[src/shared/rco_pkg.sv]
package rco_pkg;
   // register bus geometry
   localparam int          ADDR_W      = 4;
   localparam int          DATA_W      = 32;
   localparam logic [3:0]  OFS_CTRL    = 4'h0;
   localparam logic [3:0]  OFS_SRC     = 4'h4;
   localparam logic [3:0]  OFS_STAT    = 4'h8;
   localparam logic [1:0]  RESP_OKAY   = 2'h0;
   localparam logic [1:0]  RESP_SLVERR = 2'h2;

   // control register layout
   localparam int          EN_BIT      = 7;
   localparam int          DUTY_HI     = 4;
   localparam int          DUTY_LO     = 3;
   localparam int          DIV_HI      = 2;
   localparam int          DIV_LO      = 0;
   localparam logic [7:0]  CTRL_RST    = 8'h10;
   localparam logic [7:0]  CTRL_WMASK  = 8'h9F;

   // source select register layout
   localparam int          SRC_HI      = 3;
   localparam logic [7:0]  SRC_RST     = 8'h00;
   localparam logic [7:0]  SRC_WMASK   = 8'h0F;
   localparam logic [3:0]  SRC_SYSCLK  = 4'h0;
   localparam logic [3:0]  SRC_LAST    = 4'hA;

   // asynchronous clock sources and divider counter
   localparam int          NUM_ASYNC   = 10;
   localparam int          CNT_W       = 8;

   // generator states, gray coded along idle, arm, run
   typedef enum logic [1:0] {
      ST_IDLE = 2'h0,
      ST_ARM  = 2'h1,
      ST_RUN  = 2'h3
   } rco_state_t;
endpackage : rco_pkg

[src/logic/rco_sync.sv]
`timescale 1ns/1ps
module rco_sync (
   input  wire logic                          aclk,
   input  wire logic                          aresetn,
   input  wire logic [rco_pkg::NUM_ASYNC-1:0] async_in,
   output logic      [rco_pkg::NUM_ASYNC-1:0] synced
);
   import rco_pkg::*;

   typedef struct packed {
      logic [NUM_ASYNC-1:0] meta;
      logic [NUM_ASYNC-1:0] stable;
   } rco_sync_st_t;

   rco_sync_st_t cur_ff;
   rco_sync_st_t nxt_st;

   // two stages; only the second stage is visible outside
   always_comb begin
      nxt_st        = cur_ff;
      nxt_st.meta   = async_in;
      nxt_st.stable = cur_ff.meta;
   end

   always_ff @(posedge aclk) begin
      if (!aresetn) begin
         cur_ff <= '0;
      end else begin
         cur_ff <= nxt_st;
      end
   end

   assign synced = cur_ff.stable;
endmodule : rco_sync

[src/logic/rco_top.sv]
// Design decisions made here: register access over AXI4-Lite and the register addresses.
`timescale 1ns/1ps
// Contract
// [RQ1] enabling starts the output cleanly, aligned to a source rising edge
// [RQ2] clearing enable stops driving the output immediately
// [RQ3] software changes divider and duty only while disabled
// [RQ4] divider code n divides the source by two to the power n
// [RQ5] duty codes 11, 10, 01, 00 give 75, 50, 25, 0 percent high
// [RQ6] undivided setting ignores duty and follows the source
// [RQ7] upper duty bit resets to one, default duty 50 percent
// [RQ8] in sleep the output freezes at its current level
// [RQ9] source code picks system clock, oscillators, numeric osc, logic cells
// [RQ10] divider counts edges of the selected source
// [RQ11] control bit 7 enables the module
// [RQ12] unimplemented register bits read as zero
// [RQ13] duty at control bits 4:3, divider 2:0, source at bits 3:0
// [RQ14] duty is the fraction of counts high within each output period
module rco_top (
   input  wire logic                       aclk,
   input  wire logic                       aresetn,
   input  wire logic [rco_pkg::ADDR_W-1:0] s_axi_awaddr,
   input  wire logic                       s_axi_awvalid,
   output logic                            s_axi_awready,
   input  wire logic [rco_pkg::DATA_W-1:0] s_axi_wdata,
   input  wire logic [3:0]                 s_axi_wstrb,
   input  wire logic                       s_axi_wvalid,
   output logic                            s_axi_wready,
   output logic [1:0]                      s_axi_bresp,
   output logic                            s_axi_bvalid,
   input  wire logic                       s_axi_bready,
   input  wire logic [rco_pkg::ADDR_W-1:0] s_axi_araddr,
   input  wire logic                       s_axi_arvalid,
   output logic                            s_axi_arready,
   output logic [rco_pkg::DATA_W-1:0]      s_axi_rdata,
   output logic [1:0]                      s_axi_rresp,
   output logic                            s_axi_rvalid,
   input  wire logic                       s_axi_rready,
   input  wire logic                       fast_internal_osc,
   input  wire logic                       slow_internal_osc,
   input  wire logic                       mid_internal_osc_500k,
   input  wire logic                       mid_internal_osc_31k,
   input  wire logic                       secondary_osc,
   input  wire logic                       numeric_osc_output,
   input  wire logic [3:0]                 logic_cell_outputs,
   input  wire logic                       sleep_mode,
   output logic                            refclk_out_pin,
   output logic                            refclk_out_en
);
   import rco_pkg::*;

   typedef struct packed {
      rco_state_t         state;
      logic [7:0]         ctrl;
      logic [7:0]         srcsel;
      logic               tog;
      logic               src_prev;
      logic [CNT_W-1:0]   cnt;
      logic               out;
      logic               out_en;
      logic               aw_held;
      logic [ADDR_W-1:0]  aw_addr;
      logic               w_held;
      logic [7:0]         w_data;
      logic               w_lane0;
      logic               awready;
      logic               wready;
      logic               bvalid;
      logic [1:0]         bresp;
      logic               arready;
      logic               rvalid;
      logic [DATA_W-1:0]  rdata;
      logic [1:0]         rresp;
   } rco_top_st_t;

   rco_top_st_t          cur_ff;
   rco_top_st_t          nxt_st;
   logic [NUM_ASYNC-1:0] async_src;
   logic [NUM_ASYNC-1:0] sync_src;
   logic                 aw_take;
   logic                 w_take;
   logic                 ar_take;
   logic                 wr_fire;
   logic [ADDR_W-1:0]    wr_addr;
   logic [ADDR_W-1:0]    rd_addr;
   logic [7:0]           wr_data;
   logic                 wr_lane0;
   logic                 en_next;
   logic [2:0]           div_sel;
   logic [1:0]           duty_sel;
   logic                 src_lvl;
   logic                 src_edge;
   logic                 src_rise;
   logic [CNT_W-1:0]     cnt_lim;
   logic [CNT_W-1:0]     cnt_thr;
   logic [CNT_W-1:0]     cnt_step;

   // source order matches select codes 1 to 10
   assign async_src = {logic_cell_outputs, numeric_osc_output, secondary_osc,
                       mid_internal_osc_31k, mid_internal_osc_500k,
                       slow_internal_osc, fast_internal_osc};

   rco_sync u_sync (
      .aclk     (aclk),
      .aresetn  (aresetn),
      .async_in (async_src),
      .synced   (sync_src)
   );

   // bus slave first, then the generator sees the freshly written control register
   always_comb begin
      nxt_st   = cur_ff;
      aw_take  = s_axi_awvalid && cur_ff.awready;
      w_take   = s_axi_wvalid && cur_ff.wready;
      ar_take  = s_axi_arvalid && cur_ff.arready;
      wr_addr  = cur_ff.aw_held ? cur_ff.aw_addr : s_axi_awaddr;
      wr_data  = cur_ff.w_held ? cur_ff.w_data : s_axi_wdata[7:0];
      wr_lane0 = cur_ff.w_held ? cur_ff.w_lane0 : s_axi_wstrb[0];
      wr_fire  = (cur_ff.aw_held || aw_take) && (cur_ff.w_held || w_take) && !cur_ff.bvalid;
      rd_addr  = s_axi_araddr & ~4'h3;

      // address and data may arrive in either order; hold whichever comes first
      if (aw_take) begin
         nxt_st.aw_held = 1'b1;
         nxt_st.aw_addr = s_axi_awaddr & ~4'h3;
      end
      if (w_take) begin
         nxt_st.w_held  = 1'b1;
         nxt_st.w_data  = s_axi_wdata[7:0];
         nxt_st.w_lane0 = s_axi_wstrb[0];
      end
      if (cur_ff.bvalid && s_axi_bready) begin
         nxt_st.bvalid = 1'b0;
      end
      if (wr_fire) begin
         nxt_st.aw_held = 1'b0;
         nxt_st.w_held  = 1'b0;
         nxt_st.bvalid  = 1'b1;
         nxt_st.bresp   = RESP_OKAY;
         if ((wr_addr & ~4'h3) == OFS_CTRL) begin
            if (wr_lane0) begin
               nxt_st.ctrl = wr_data & CTRL_WMASK;  // see [RQ11] see [RQ12]
            end
         end else if ((wr_addr & ~4'h3) == OFS_SRC) begin
            if (wr_lane0) begin
               nxt_st.srcsel = wr_data & SRC_WMASK;  // see [RQ12]
            end
         end else if ((wr_addr & ~4'h3) == OFS_STAT) begin
            nxt_st.bresp = RESP_OKAY;  // status is read only, write ignored
         end else begin
            nxt_st.bresp = RESP_SLVERR;
         end
      end
      // one write in flight; address and data stall until the response is taken
      nxt_st.awready = !nxt_st.aw_held && !nxt_st.bvalid;
      nxt_st.wready  = !nxt_st.w_held && !nxt_st.bvalid;

      // read path, one outstanding
      if (cur_ff.rvalid && s_axi_rready) begin
         nxt_st.rvalid = 1'b0;
      end
      if (ar_take) begin
         nxt_st.rvalid = 1'b1;
         nxt_st.rresp  = RESP_OKAY;
         if (rd_addr == OFS_CTRL) begin
            nxt_st.rdata = {24'h000000, cur_ff.ctrl};
         end else if (rd_addr == OFS_SRC) begin
            nxt_st.rdata = {24'h000000, cur_ff.srcsel};
         end else if (rd_addr == OFS_STAT) begin
            nxt_st.rdata = {27'h0000000, sleep_mode, cur_ff.state, cur_ff.out_en,
                            cur_ff.out};
         end else begin
            nxt_st.rdata = 32'h00000000;
            nxt_st.rresp = RESP_SLVERR;
         end
      end
      nxt_st.arready = !nxt_st.rvalid;

      // field extraction from the settings that take effect at this edge
      en_next  = nxt_st.ctrl[EN_BIT];  // see [RQ11]
      duty_sel = nxt_st.ctrl[DUTY_HI:DUTY_LO];  // see [RQ13]
      div_sel  = nxt_st.ctrl[DIV_HI:DIV_LO];  // see [RQ13]

      // source select; the system clock is imaged by a toggle at half rate
      if (cur_ff.srcsel[SRC_HI:0] == SRC_SYSCLK) begin
         src_lvl = cur_ff.tog;  // see [RQ9]
      end else if (cur_ff.srcsel[SRC_HI:0] <= SRC_LAST) begin
         src_lvl = sync_src[cur_ff.srcsel[SRC_HI:0] - 4'h1];  // see [RQ9]
      end else begin
         src_lvl = 1'b0;  // reserved codes give no clock
      end
      src_edge = src_lvl ^ cur_ff.src_prev;  // see [RQ10]
      src_rise = src_lvl & ~cur_ff.src_prev;

      // counting both edges gives 2^(n+1) half periods, so 25 percent fits even at n=1
      cnt_lim  = CNT_W'((16'h0002 << div_sel) - 16'h0001);  // see [RQ4]
      cnt_thr  = CNT_W'({6'h00, duty_sel} << (div_sel - 3'h1));  // see [RQ5] see [RQ14]
      cnt_step = (cur_ff.cnt >= cnt_lim) ? '0 : cur_ff.cnt + 8'h01;

      // generator: disable wins over everything, sleep holds all state
      if (!en_next) begin
         nxt_st.state    = ST_IDLE;
         nxt_st.cnt      = '0;
         nxt_st.out      = 1'b0;  // see [RQ2]
         nxt_st.out_en   = 1'b0;  // see [RQ2]
         nxt_st.tog      = ~cur_ff.tog;
         nxt_st.src_prev = src_lvl;
      end else if (sleep_mode) begin
         nxt_st.state    = cur_ff.state;  // see [RQ8]
      end else begin
         nxt_st.tog      = ~cur_ff.tog;
         nxt_st.src_prev = src_lvl;
         nxt_st.out_en   = 1'b1;
         case (cur_ff.state)
            ST_IDLE: begin
               nxt_st.state = ST_ARM;
               nxt_st.out   = 1'b0;  // see [RQ1]
            end
            ST_ARM: begin
               // wait for a rising edge so the first high phase is full length
               if (src_rise) begin
                  nxt_st.state = ST_RUN;  // see [RQ1]
                  nxt_st.cnt   = '0;
                  nxt_st.out   = (div_sel == 3'h0) ? 1'b1 : (cnt_thr != '0);
               end
            end
            ST_RUN: begin
               if (div_sel == 3'h0) begin
                  nxt_st.out = src_lvl;  // see [RQ6]
               end else if (src_edge) begin
                  nxt_st.cnt = cnt_step;  // see [RQ10]
                  nxt_st.out = cnt_step < cnt_thr;  // see [RQ14] see [RQ5]
               end
            end
            default: begin
               nxt_st.state = ST_IDLE;
               nxt_st.out   = 1'b0;
            end
         endcase
      end
   end

   always_ff @(posedge aclk) begin
      if (!aresetn) begin
         cur_ff        <= '0;
         cur_ff.state  <= ST_IDLE;
         cur_ff.ctrl   <= CTRL_RST;  // see [RQ7]
         cur_ff.srcsel <= SRC_RST;
      end else begin
         cur_ff <= nxt_st;
      end
   end

   // every output straight from the state register
   assign s_axi_awready  = cur_ff.awready;
   assign s_axi_wready   = cur_ff.wready;
   assign s_axi_bvalid   = cur_ff.bvalid;
   assign s_axi_bresp    = cur_ff.bresp;
   assign s_axi_arready  = cur_ff.arready;
   assign s_axi_rvalid   = cur_ff.rvalid;
   assign s_axi_rdata    = cur_ff.rdata;
   assign s_axi_rresp    = cur_ff.rresp;
   assign refclk_out_pin = cur_ff.out;
   assign refclk_out_en  = cur_ff.out_en;
endmodule : rco_top

[config.mk]
export PLATFORM = sky130hd
export DESIGN_NAME = rco_top
export DESIGN_NICKNAME = d
export VERILOG_FILES = /design/src/shared/rco_pkg.sv /design/src/logic/rco_sync.sv /design/src/logic/rco_top.sv
export SDC_FILE = /design/constraint.sdc
export NUM_CORES = 1
export LEC_CHECK = 0
export BUFFER_PORTS_ARGS = -buffer_cell sky130_fd_sc_hd__buf_2
export CORE_UTILIZATION = 53
export DETAILED_ROUTE_END_ITERATION = 10
export GPL_TIMING_DRIVEN = 0
export PLACE_DENSITY = 0.78
export SYNTH_ARGS = -nofsm -noshare
export SYNTH_HDL_FRONTEND = slang
export SYNTH_SLANG_ARGS = --single-unit
[constraint.sdc]
create_clock -name aclk -period 6.7 [get_ports aclk]
set_clock_uncertainty 0.05 [all_clocks]
set_input_delay 0.335 -clock aclk [delete_from_list [all_inputs] [get_ports aclk]]
set_output_delay 0.335 -clock aclk [all_outputs]
set_load 0.1 [all_outputs]
==> run metrics, run 1 <==
drt initial violations=210; worst vdd ir=0.000162 V; Routed Antenna Nets=0; Max-Cap Viols=0; HP Class=input pin to register; Die H=87.8 um; hold_buf cts=0; Core ar.=6940 sq um; leakage power=2.10 nW; Syn. warnings=0; Worst setup EP type=register; Rows=30; Post-Route WL=7810 um; NumNets Final=600; Layout area overhead=16.7%; setup repair bufs after CTS=0; Synth cell types=50; Required @ worst endpoint=6.89 ns; peak fanout along the critical path=9; synthesized instance count=438; post-DR vias/cell=5.04; internal cell power=0.000703 W; Sw Share=0.311; sequential cell area fraction in the yosys report=0.349; cts bufs inserted=9; Crit path arrival time=5.72 ns; final worst path period share=0.826; Max Freq=181 MHz; #FFs+latches synth=68; Slew headroom=0.544; PostCTS Resize Cnt=0; CTS H-Tree Depth=3; slew at the pin closest to its max-slew limit=0.679 ns; First-pass DRT Iterations=4; final setup fails=0; HPWL after DPL=5920 um; TritonCTS clock tree=built; DR WL/cell=12.7 um; Avg Synthesized Cell Area=8.91 sq um; Clock power frac=0.382; Seq pwr share=0.419; Setup CP Type=register to register; initial antenna violation count=0; most frequent cells in the layout=dfxtp_1 (68), buf_2 (40), buf_4 (39), nand2_1 (39), nor2_1 (34); total placed instance area=4320 sq um; Die X=87.8 um; PwrDens=224 nW/um^2; combinational share of power=0.199; vias in the first global route=2,922; Initial Util=0.562; Fin. Hold Viols=0; GPL Wtd Cong=0.867; most common cell after layout, fill and taps aside=dfxtp_1; minimum clock period=5.53 ns; Clk pin slew, worst setup/hold paths=0.08 ns; max-slew violation count=0; DRC Markers=0; CTS Root Cell=clkbuf_8; CP Launch Type=register; IO Pins=105; setup TNS=0 ns; Total GRT Usage=0.218; clk sinks=68; Net Switching=0.000316 W; clock buffer depth=2; full die area=7710 sq um; status=finished clean; mapped cell area=3900 sq um; # diodes=0; Worst-Skew Late Latency=0.35 ns; port bufs=39; unrepaired setup endpoints after global routing=false; post-route cell area=4560 sq um; first-pass GRT wire length=12,900 um; total vias in the final route=3,105; largest net degree at the start of global routing=13; share of layout cells above drive strength 1=0.219; Remaining Overflow, GRT=0
[worst paths after layout]
kind	start	end	slack (ns)	cells after the start
max	s_axi_wready	refclk_out_pin	1.17	24
min	fast_internal_osc	u_sync.cur_ff[10]	0.13	2
max reg2reg	s_axi_wready	refclk_out_pin	1.17	24
min reg2reg	u_sync.cur_ff[16]	u_sync.synced[6]	0.38	1
[layout make-up]
cell class / count / area (sq um)
clock buffer: 11 / 151
sequential: 68 / 1360
fill: 596 / 2390
timing repair buffer: 39 / 195
inverter: 9 / 33.8
tap: 96 / 120
multi-input combinational: 332 / 2240
clock inverter: 5 / 83.8
buffer: 56 / 369
[power groups by stage]
| stage | sequential, W | clock (W) | combinational [W] |
|---|---|---|---|
| 2_1_floorplan | 0.000453 | 0 | 0.000158 |
| 3_3_place_gp | 0.000436 | 0 | 0.000199 |
| 3_5_place_dp | 0.000436 | 0 | 0.000202 |
| 4_1_cts | 0.000427 | 0.000396 | 0.000202 |
| 5_1_grt | 0.000429 | 0.000414 | 0.000215 |
| 6_report | 0.000427 | 0.000389 | 0.000203 |
[logic make-up after synthesis]
group	synth area share
buffers and inverters	0.103
AO/OA/AOI/OAI	0.124
multiplexers	0.107
AND/OR/NAND/NOR	0.216
flip-flops	0.349
XOR/XNOR	0.0269
other	0.000961
adder cells (fa/ha/maj)	0.0737
[state kept, by name (all words and copies together) (netlist names), 6 cells and up]
signal,count
s_axi_rdata,6
u_sync.cur_ff,10
u_sync.synced,10
cur_ff,33
[worst max-delay path, stage by stage (launching register included)]
cell and delay, ns:
dfxtp_1 0.33, buf_4 0.16, a21oi_2 0.09, nor3_4 0.34, and3_4 0.26, buf_8 0.13
mux2i_1 0.43, inv_1 0.20, ha_1 0.27, xnor2_1 0.22, nor2_1 0.08, ha_1 0.27
o21ai_0 0.08, o21bai_1 0.16, a21oi_1 0.08, o21ai_1 0.54, nor2_1 0.17, ha_1 0.34
and4_1 0.21, a21oi_1 0.07, nand4_1 0.09, a21oi_1 0.06, and2_1 0.16, a2111o_1 0.38
o31a_1 0.24
[per-layer routing]
layer,up-vias,global-route usage,share of wire
met5,-,0,0
met4,0,0.0909,0.015
met3,12,0.0377,0.046
met2,85,0.391,0.47
met1,1416,0.256,0.46
li1,1592,-,-
[synth_stat cells, drive strengths merged]
master   count  share of area
dfxtp       68           0.35
buf         41          0.080
nand2       39          0.037
nor2        35          0.034
and2        32          0.051
mux2i       27          0.069
ha          23          0.074
a21oi       19          0.026
nand3       18          0.023
clkbuf      15          0.014
a21boi      12          0.023
nor2b       12          0.019
inv          9         0.0087
mux2         9          0.026
nor3         8          0.013
xor2         8          0.018
o21ai        7         0.0090
o211a        6          0.015
o211ai       6          0.015
nand2b       5         0.0080
nor3b        5         0.0096
and3         4         0.0077
xnor2        4         0.0090
o21a         3         0.0058
o21bai       3         0.0058
a211oi       2         0.0038
a22oi        2         0.0038
mux4         2          0.012
a2111o       1         0.0029
a21o         1         0.0019
a311oi       1         0.0022
and4         1         0.0022
conb         1        0.00096
nand3b       1         0.0019
nand4        1         0.0016
nor4b        1         0.0022
o2111ai      1         0.0022
o2bb2ai      1         0.0022
o31a         1         0.0022
o31ai        1         0.0019
or2          1         0.0016
or4b         1         0.0026
[stage by stage]
step | hold slack, ns | util | setup slack, ns | total power (W) | std cells
floorplan | 0.362 | - | 1.22 | 0.000610 | 465
global placement | 0.368 | 0.622 | 1.30 | 0.000635 | 600
detailed placement | 0.371 | 0.622 | 1.21 | 0.000638 | 600
CTS | 0.128 | 0.656 | 1.18 | 0.00103 | 616
global route | 0.132 | 0.656 | 0.632 | 0.00106 | 616
finish | 0.134 | 0.656 | 1.17 | 0.00102 | 616
Power figures use the tool's default switching activity.
==> run 2: changes to the inputs <==
ABC_AREA = 1   (was not set)
PLACE_DENSITY = 0.79   (was 0.78)
clock period = 5.3 ns   (was 6.7 ns; I/O delays follow)
==> run metrics, run 2 <==
status=finished clean (unchanged); Most flops, register=cur_ff (unchanged); post-synthesis xor/xnor area fraction=0.0116 (was 0.0269); Remaining Overflow, GRT=0 (unchanged); DR WL/cell=11.2 um (was 12.7 um); Avg Synthesized Cell Area=7.32 sq um (was 8.91 sq um); Total GRT Usage=0.223 (was 0.218); reg2reg start=s_axi_awready (was s_axi_wready); share of layout cells above drive strength 1=0.223 (was 0.219); area leader, netlist=dfxtp_1 (unchanged); Layout area overhead=16.8% (was 16.7%); Core ar.=6830 sq um (was 6940 sq um); initial antenna violation count=0 (unchanged); GPL Wtd Cong=0.862 (was 0.867); largest net degree at the start of global routing=15 (was 13); First-pass DRT Iterations=4 (unchanged); CTS Root Cell=clkbuf_8 (unchanged); max-slew violation count=0 (unchanged); Crit path arrival time=4.83 ns (was 5.72 ns); worst vdd ir=0.000208 V (was 0.000162 V); Post-synth top flop=dfxtp_1 (unchanged); worst-case reg-to-reg path depth=27 (was 24); Synth cell types=44 (was 50); Seq pwr share=0.423 (was 0.419); Sw Share=0.358 (was 0.311); DRC Markers=0 (unchanged); Worst setup EP type=register (unchanged); count leader, synth=nand2_1 (was dfxtp_1); PwrDens=292 nW/um^2 (was 224 nW/um^2); RR Endpoint=refclk_out_pin (unchanged); flop2flop setup slack=0.70 ns (was 1.17 ns); #FFs+latches synth=68 (unchanged); Post-Route WL=7820 um (was 7810 um); Max Freq=217 MHz (was 181 MHz); HP Class=input pin to register (unchanged); peak fanout along the critical path=7 (was 9); post-synthesis compound-gate area fraction=0.126 (was 0.124); mux cell area share after synthesis=0.00265 (was 0.107); pre-CTS setup slack=0.721 ns (was 1.21 ns); drt initial violations=125 (was 210); HPWL after DPL=6070 um (was 5920 um); Required @ worst endpoint=5.53 ns (was 6.89 ns); NumNets Final=682 (was 600); final worst path period share=0.868 (was 0.826); synthesized instance count=517 (was 438); most frequent cells in the layout=nand2_1 (118), dfxtp_1 (68), inv_1 (57) (was dfxtp_1 (68), buf_2 (40), buf_4 (39), nand2_1 (39), nor2_1 (34)); total vias in the final route=3,325 (was 3,105); port bufs=42 (was 39); Hold Crit Depth=3 (was 2); final setup fails=0 (unchanged); IO Pins=105 (unchanged); sequential cell area fraction in the yosys report=0.360 (was 0.349); Synth Area in Adders=0.0761 (was 0.0737); combinational share of power=0.228 (was 0.199); clk sinks=68 (unchanged); worst hold endpoint=u_sync.cur_ff[11] (was u_sync.cur_ff[10]); asr flop ratio synth=0 (unchanged); cts bufs inserted=9 (unchanged); Rows=30 (unchanged); Net Switching=0.000462 W (was 0.000316 W); setup TNS=0 ns (unchanged); leakage power=2.27 nW (was 2.10 nW); Clk pin slew, worst setup/hold paths=0.09 ns (was 0.08 ns); Fin. Hold Viols=0 (unchanged); number of flops mapped to enable cells by yosys=0 (unchanged); Post-Synth Simple-Gate Area=0.271 (was 0.216); hold wc startpoint=slow_internal_osc (was fast_internal_osc); Worst-Skew Late Latency=0.36 ns (was 0.35 ns); main combinational cell family by area after synthesis=simple AND/OR/NAND/NOR gates (unchanged); PnR worst setup slack=0.698 ns (was 1.17 ns); most common cell after layout, fill and taps aside=nand2_1 (was dfxtp_1); PostCTS Resize Cnt=0 (unchanged); Die X=86.5 um (was 87.8 um); mapped cell area=3780 sq um (was 3900 sq um); CTS H-Tree Depth=3 (unchanged); Largest register FFs=33 (unchanged); setup repair bufs after CTS=0 (unchanged); Clock power frac=0.348 (was 0.382); area fraction of the dominant cell type after synthesis=0.360 (was 0.349); hold_buf cts=0 (unchanged); Die H=86.5 um (was 87.8 um); top cells by area, synth=dfxtp_1 (36%), nand2_1 (12%), ha_1 (7.6%) (was dfxtp_1 (35%), buf_4 (7.5%), ha_1 (7.4%)); vias in the first global route=3,026 (was 2,922); clock buffer depth=2 (unchanged); full die area=7480 sq um (was 7710 sq um); Commonest cells post-synth=nand2_1 (118), dfxtp_1 (68), inv_1 (57), nor2_1 (43), a21oi_1 (39) (was dfxtp_1 (68), buf_4 (39), nand2_1 (39), nor2_1 (34), and2_1 (32)); Slew headroom=0.627 (was 0.544); internal cell power=0.000828 W (was 0.000703 W); Setup CP Type=register to register (unchanged); Syn. warnings=0 (unchanged); Routed Antenna Nets=0 (unchanged); post-DR vias/cell=4.76 (was 5.04); # diodes=0 (unchanged); unrepaired setup endpoints after global routing=false (unchanged); CP Launch Type=register (unchanged); Max-Cap Viols=0 (unchanged); TritonCTS clock tree=built (unchanged); first-pass GRT wire length=13,200 um (was 12,900 um); Initial Util=0.554 (was 0.562); minimum clock period=4.60 ns (was 5.53 ns); slew at the pin closest to its max-slew limit=0.560 ns (was 0.679 ns)
-- run 2: worst max-delay path by stage --
| stage | start | to | depth (start not counted) |
|---|---|---|---|
| detailed placement | s_axi_wvalid | refclk_out_pin | 27 |
| floorplan | s_axi_awready | refclk_out_pin | 27 |
| global route | s_axi_wready | refclk_out_pin | 27 |
| global placement | s_axi_wvalid | refclk_out_pin | 27 |
| CTS | s_axi_awready | refclk_out_pin | 27 |
| finish | s_axi_awready | refclk_out_pin | 27 |
-- run 2: area by class of cell --
class                           count  area, sq um
Fill cell                         608         2410
Inverter                           69          262
Clock inverter                      7         81.3
Buffer                             45          313
Clock buffer                        9          124
Tap cell                           96          120
Multi-Input combinational cell    362         1950
Sequential cell                    68         1360
Timing Repair Buffer               42          210
-- run 2: critical path, stage by stage, from the launching register on --
cell and delay, ns:
dfxtp_1 0.35, nand2_1 0.12, nand2_2 0.11, nand2_1 0.13, nor2_8 0.17, nand2_4 0.10, inv_2 0.10, nand2_1 0.06
o21ai_1 0.30, inv_1 0.18, ha_1 0.27, nor3_1 0.24, or2_2 0.15, a21oi_1 0.06, ha_1 0.18, a21oi_1 0.13
nor2_1 0.06, a211oi_1 0.26, nand2_1 0.23, nor3_1 0.36, ha_1 0.32, a21oi_1 0.15, o211ai_1 0.11, inv_2 0.06
nand2_1 0.05, nand2_1 0.05, nand2_1 0.05, a21oi_1 0.13
-- run 2: logic make-up (layout without fill, tap and decap cells) --
logic type,Yosys count,count (layout)
AO/OA/AOI/OAI,84,84
XOR/XNOR,5,5
adder cells (fa/ha/maj),23,23
buffers and inverters,114,172
flip-flops,68,68
multiplexers,1,1
other,1,28
AND/OR/NAND/NOR,221,221
-- run 2: power by group through the flow --
stage               combinational (W)  clock (W)  sequential [W]
floorplan                    0.000223          0        0.000586
global placement             0.000287          0        0.000557
detailed placement           0.000293          0        0.000558
CTS                          0.000294   0.000454        0.000546
global route                 0.000316   0.000477        0.000548
finish                       0.000295   0.000449        0.000546
-- run 2: layer usage --
| layer | track usage | vias up | part of all wire |
|---|---|---|---|
| met3 | 0.0457 | 16 | 0.043 |
| met1 | 0.258 | 1481 | 0.45 |
| met4 | 0.108 | 0 | 0.018 |
| li1 | - | 1752 | - |
| met2 | 0.394 | 76 | 0.49 |
| met5 | 0 | - | 0 |
-- run 2: metrics by stage --
stage / cells / instance area (sq um) / hold WS (ns) / total power [W] / utilization
floorplan: 544 / 3880 / 0.313 / 0.000809 / -
global placement: 682 / 4220 / 0.345 / 0.000844 / 0.617
detailed placement: 682 / 4220 / 0.345 / 0.000851 / 0.617
CTS: 698 / 4420 / 0.0267 / 0.00129 / 0.647
global route: 698 / 4420 / 0.0304 / 0.00134 / 0.647
finish: 698 / 4420 / 0.0367 / 0.00129 / 0.647
==> run 3: changes to the inputs <==
SYNTH_HIERARCHICAL = 1   (was not set)
==> run metrics, run 3 <==
post-DR vias/cell=4.70 (was 4.76); worst hold endpoint=u_sync/cur_ff[18] (was u_sync.cur_ff[11]); GPL Wtd Cong=0.900 (was 0.862); IO Pins=105 (unchanged); Post-synth top flop=dfxtp_1 (unchanged); sequential cell area fraction in the yosys report=0.356 (was 0.360); final setup fails=0 (unchanged); clk sinks=68 (unchanged); Layout area overhead=16.7% (was 16.8%); Finished Core Util=0.649 (was 0.647); Avg Synthesized Cell Area=7.29 sq um (was 7.32 sq um); fillers=629 (was 608); mapped cell area=3820 sq um (was 3780 sq um); #FFs+latches synth=68 (unchanged); worst hold margin=0.0428 ns (was 0.0367 ns); setup repair bufs after CTS=0 (unchanged); status=finished clean (unchanged); most frequent cells in the layout=nand2_1 (118), dfxtp_1 (68), inv_1 (62) (was nand2_1 (118), dfxtp_1 (68), inv_1 (57)); area leader, netlist=dfxtp_1 (unchanged); vias in the first global route=3,050 (was 3,026); Core ar.=6870 sq um (was 6830 sq um); number of flops mapped to enable cells by yosys=0 (unchanged); Setup CP Type=register to register (unchanged); PwrDens=284 nW/um^2 (was 292 nW/um^2); share of layout cells above drive strength 1=0.215 (was 0.223); hold wc startpoint=logic_cell_outputs[2] (was slow_internal_osc); drt initial violations=144 (was 125); Die H=86.9 um (was 86.5 um); Fin. Hold Viols=0 (unchanged); NumNets Final=689 (was 682); top cells by area, synth=dfxtp_1 (36%), nand2_1 (12%), buf_4 (9.0%) (was dfxtp_1 (36%), nand2_1 (12%), ha_1 (7.6%)); Routed Antenna Nets=0 (unchanged); clock buffer depth=2 (unchanged); # diodes=0 (unchanged); Most flops, register=cur_ff (unchanged); PnR worst setup slack=0.514 ns (was 0.698 ns); post-route cell area=4460 sq um (was 4420 sq um); CTS Root Cell=clkbuf_8 (unchanged); DR WL/cell=11.1 um (was 11.2 um); largest net degree at the start of global routing=15 (unchanged); Syn. warnings=6 (was 0); setup TNS=0 ns (unchanged); Remaining Overflow, GRT=0 (unchanged); Initial Util=0.556 (was 0.554); Largest register FFs=33 (unchanged); First-pass DRT Iterations=4 (unchanged); Total GRT Usage=0.224 (was 0.223); peak fanout along the critical path=10 (was 7); Max-Cap Viols=0 (unchanged); Post-Route WL=7800 um (was 7820 um); minimum clock period=4.79 ns (was 4.60 ns); total vias in the final route=3,311 (was 3,325); full die area=7550 sq um (was 7480 sq um); worst vdd ir=0.000224 V (was 0.000208 V); reg2reg start=s_axi_wready (was s_axi_awready); worst-case reg-to-reg path depth=26 (was 27); slew at the pin closest to its max-slew limit=0.748 ns (was 0.560 ns); TritonCTS clock tree=built (unchanged); flop2flop setup slack=0.51 ns (was 0.70 ns); area fraction of the dominant cell type after synthesis=0.356 (was 0.360); Clk pin slew, worst setup/hold paths=0.08 ns (was 0.09 ns); Commonest cells post-synth=nand2_1 (118), dfxtp_1 (68), inv_1 (62), buf_4 (46), nor2_1 (46) (was nand2_1 (118), dfxtp_1 (68), inv_1 (57), nor2_1 (43), a21oi_1 (39)); Crit path arrival time=5.01 ns (was 4.83 ns); RR Endpoint=refclk_out_pin (unchanged); leakage power=2.32 nW (was 2.27 nW); Slew headroom=0.496 (was 0.627); PostCTS Resize Cnt=0 (unchanged); CP Launch Type=register (unchanged); hold_buf cts=0 (unchanged); DRC Markers=0 (unchanged); Worst setup EP type=register (unchanged); Required @ worst endpoint=5.52 ns (was 5.53 ns); Die X=86.9 um (was 86.5 um); most common cell after layout, fill and taps aside=nand2_1 (unchanged); asr flop ratio synth=0 (unchanged); count leader, synth=nand2_1 (unchanged); cts bufs inserted=9 (unchanged); unrepaired setup endpoints after global routing=false (unchanged); Max Freq=209 MHz (was 217 MHz); pre-CTS setup slack=0.537 ns (was 0.721 ns); max-slew violation count=0 (unchanged); total placed instance area=4250 sq um (was 4220 sq um); HPWL after DPL=6020 um (was 6070 um); Worst-Skew Late Latency=0.34 ns (was 0.36 ns); Rows=30 (unchanged); Hold Crit Depth=3 (unchanged); final worst path period share=0.903 (was 0.868); synthesized instance count=524 (was 517); initial antenna violation count=0 (unchanged); HP Class=input pin to register (unchanged); first-pass GRT wire length=13,200 um (about the same); port bufs=42 (unchanged); CTS H-Tree Depth=3 (unchanged); Synth cell types=44 (unchanged)
## run 3: cell families (layout without fill, tap and decap cells)
logic type,after synthesis,after routing,synth area share
AOI/OAI and AO/OA,82,82,0.122
xor gates and xnor gates,6,6,0.0138
adders and majority gates,23,23,0.0753
buffers and inverters,121,179,0.171
DFF,68,68,0.356
muxes,1,1,0.00262
other,1,28,0.000981
and+or+nand+nor,222,222,0.258
## run 3: final cells by class
| cell class | instances | area (sq um) | area share |
|---|---|---|---|
| clock buffer | 9 | 124 | 0.0278 |
| clock inverter | 7 | 82.6 | 0.0185 |
| sequential | 68 | 1360 | 0.305 |
| multi-input combinational | 362 | 1910 | 0.428 |
| timing repair buffer | 42 | 210 | 0.0471 |
| tap | 96 | 120 | 0.0269 |
| buffer | 54 | 399 | 0.0895 |
| inverter | 67 | 254 | 0.0570 |
## run 3: power breakdown
part	internal (W)	switching [W]
logic	0.0000662	0.000207
clock network	0.000226	0.000224
registers	0.000533	0.0000103
total	0.000825	0.000441
## run 3: through the flow
stage,total power [W],std cells
floorplan,0.000789,551
global placement,0.000823,689
detailed placement,0.000828,689
CTS,0.00127,705
global route,0.00132,705
finish,0.00127,705
## run 3: routing by layer
| metal | GRT usage | up-vias | wire length [um] |
|---|---|---|---|
| met5 | 0 | - | 0 |
| met4 | 0.0924 | 0 | 160 |
| met3 | 0.0474 | 16 | 319 |
| met2 | 0.392 | 78 | 3890 |
| met1 | 0.265 | 1459 | 3420 |
| li1 | - | 1758 | - |
## run 3: critical path, stage by stage (launching register included)
cell and delay, ns:
dfxtp_1 0.33, nand2_2 0.13, inv_4 0.08, nor2_2 0.15, nor2_4 0.09, nand2_4 0.10
inv_1 0.09, o21ai_0 0.60, inv_1 0.21, ha_1 0.28, nor3_1 0.23, xor2_1 0.17
nor2_1 0.07, ha_1 0.17, a21oi_1 0.13, nor2_1 0.05, a211oi_1 0.24, nand2_1 0.22
nor3_1 0.38, ha_1 0.33, a21oi_1 0.18, o211ai_1 0.10, inv_1 0.06, nand2_1 0.05
nand2_1 0.05, nand2_1 0.04, a21oi_1 0.13
## run 3: worst max-delay path by stage
stage	start	end	slack, ns	cells past startpoint
after floorplan	s_axi_wready	refclk_out_pin	0.63	27
after global placement	s_axi_wvalid	refclk_out_pin	0.65	27
after detailed placement	s_axi_wvalid	refclk_out_pin	0.54	27
after CTS	s_axi_wready	refclk_out_pin	0.57	26
after global routing	cur_ff[55]	refclk_out_pin	0.05	27
final	s_axi_wready	refclk_out_pin	0.51	26
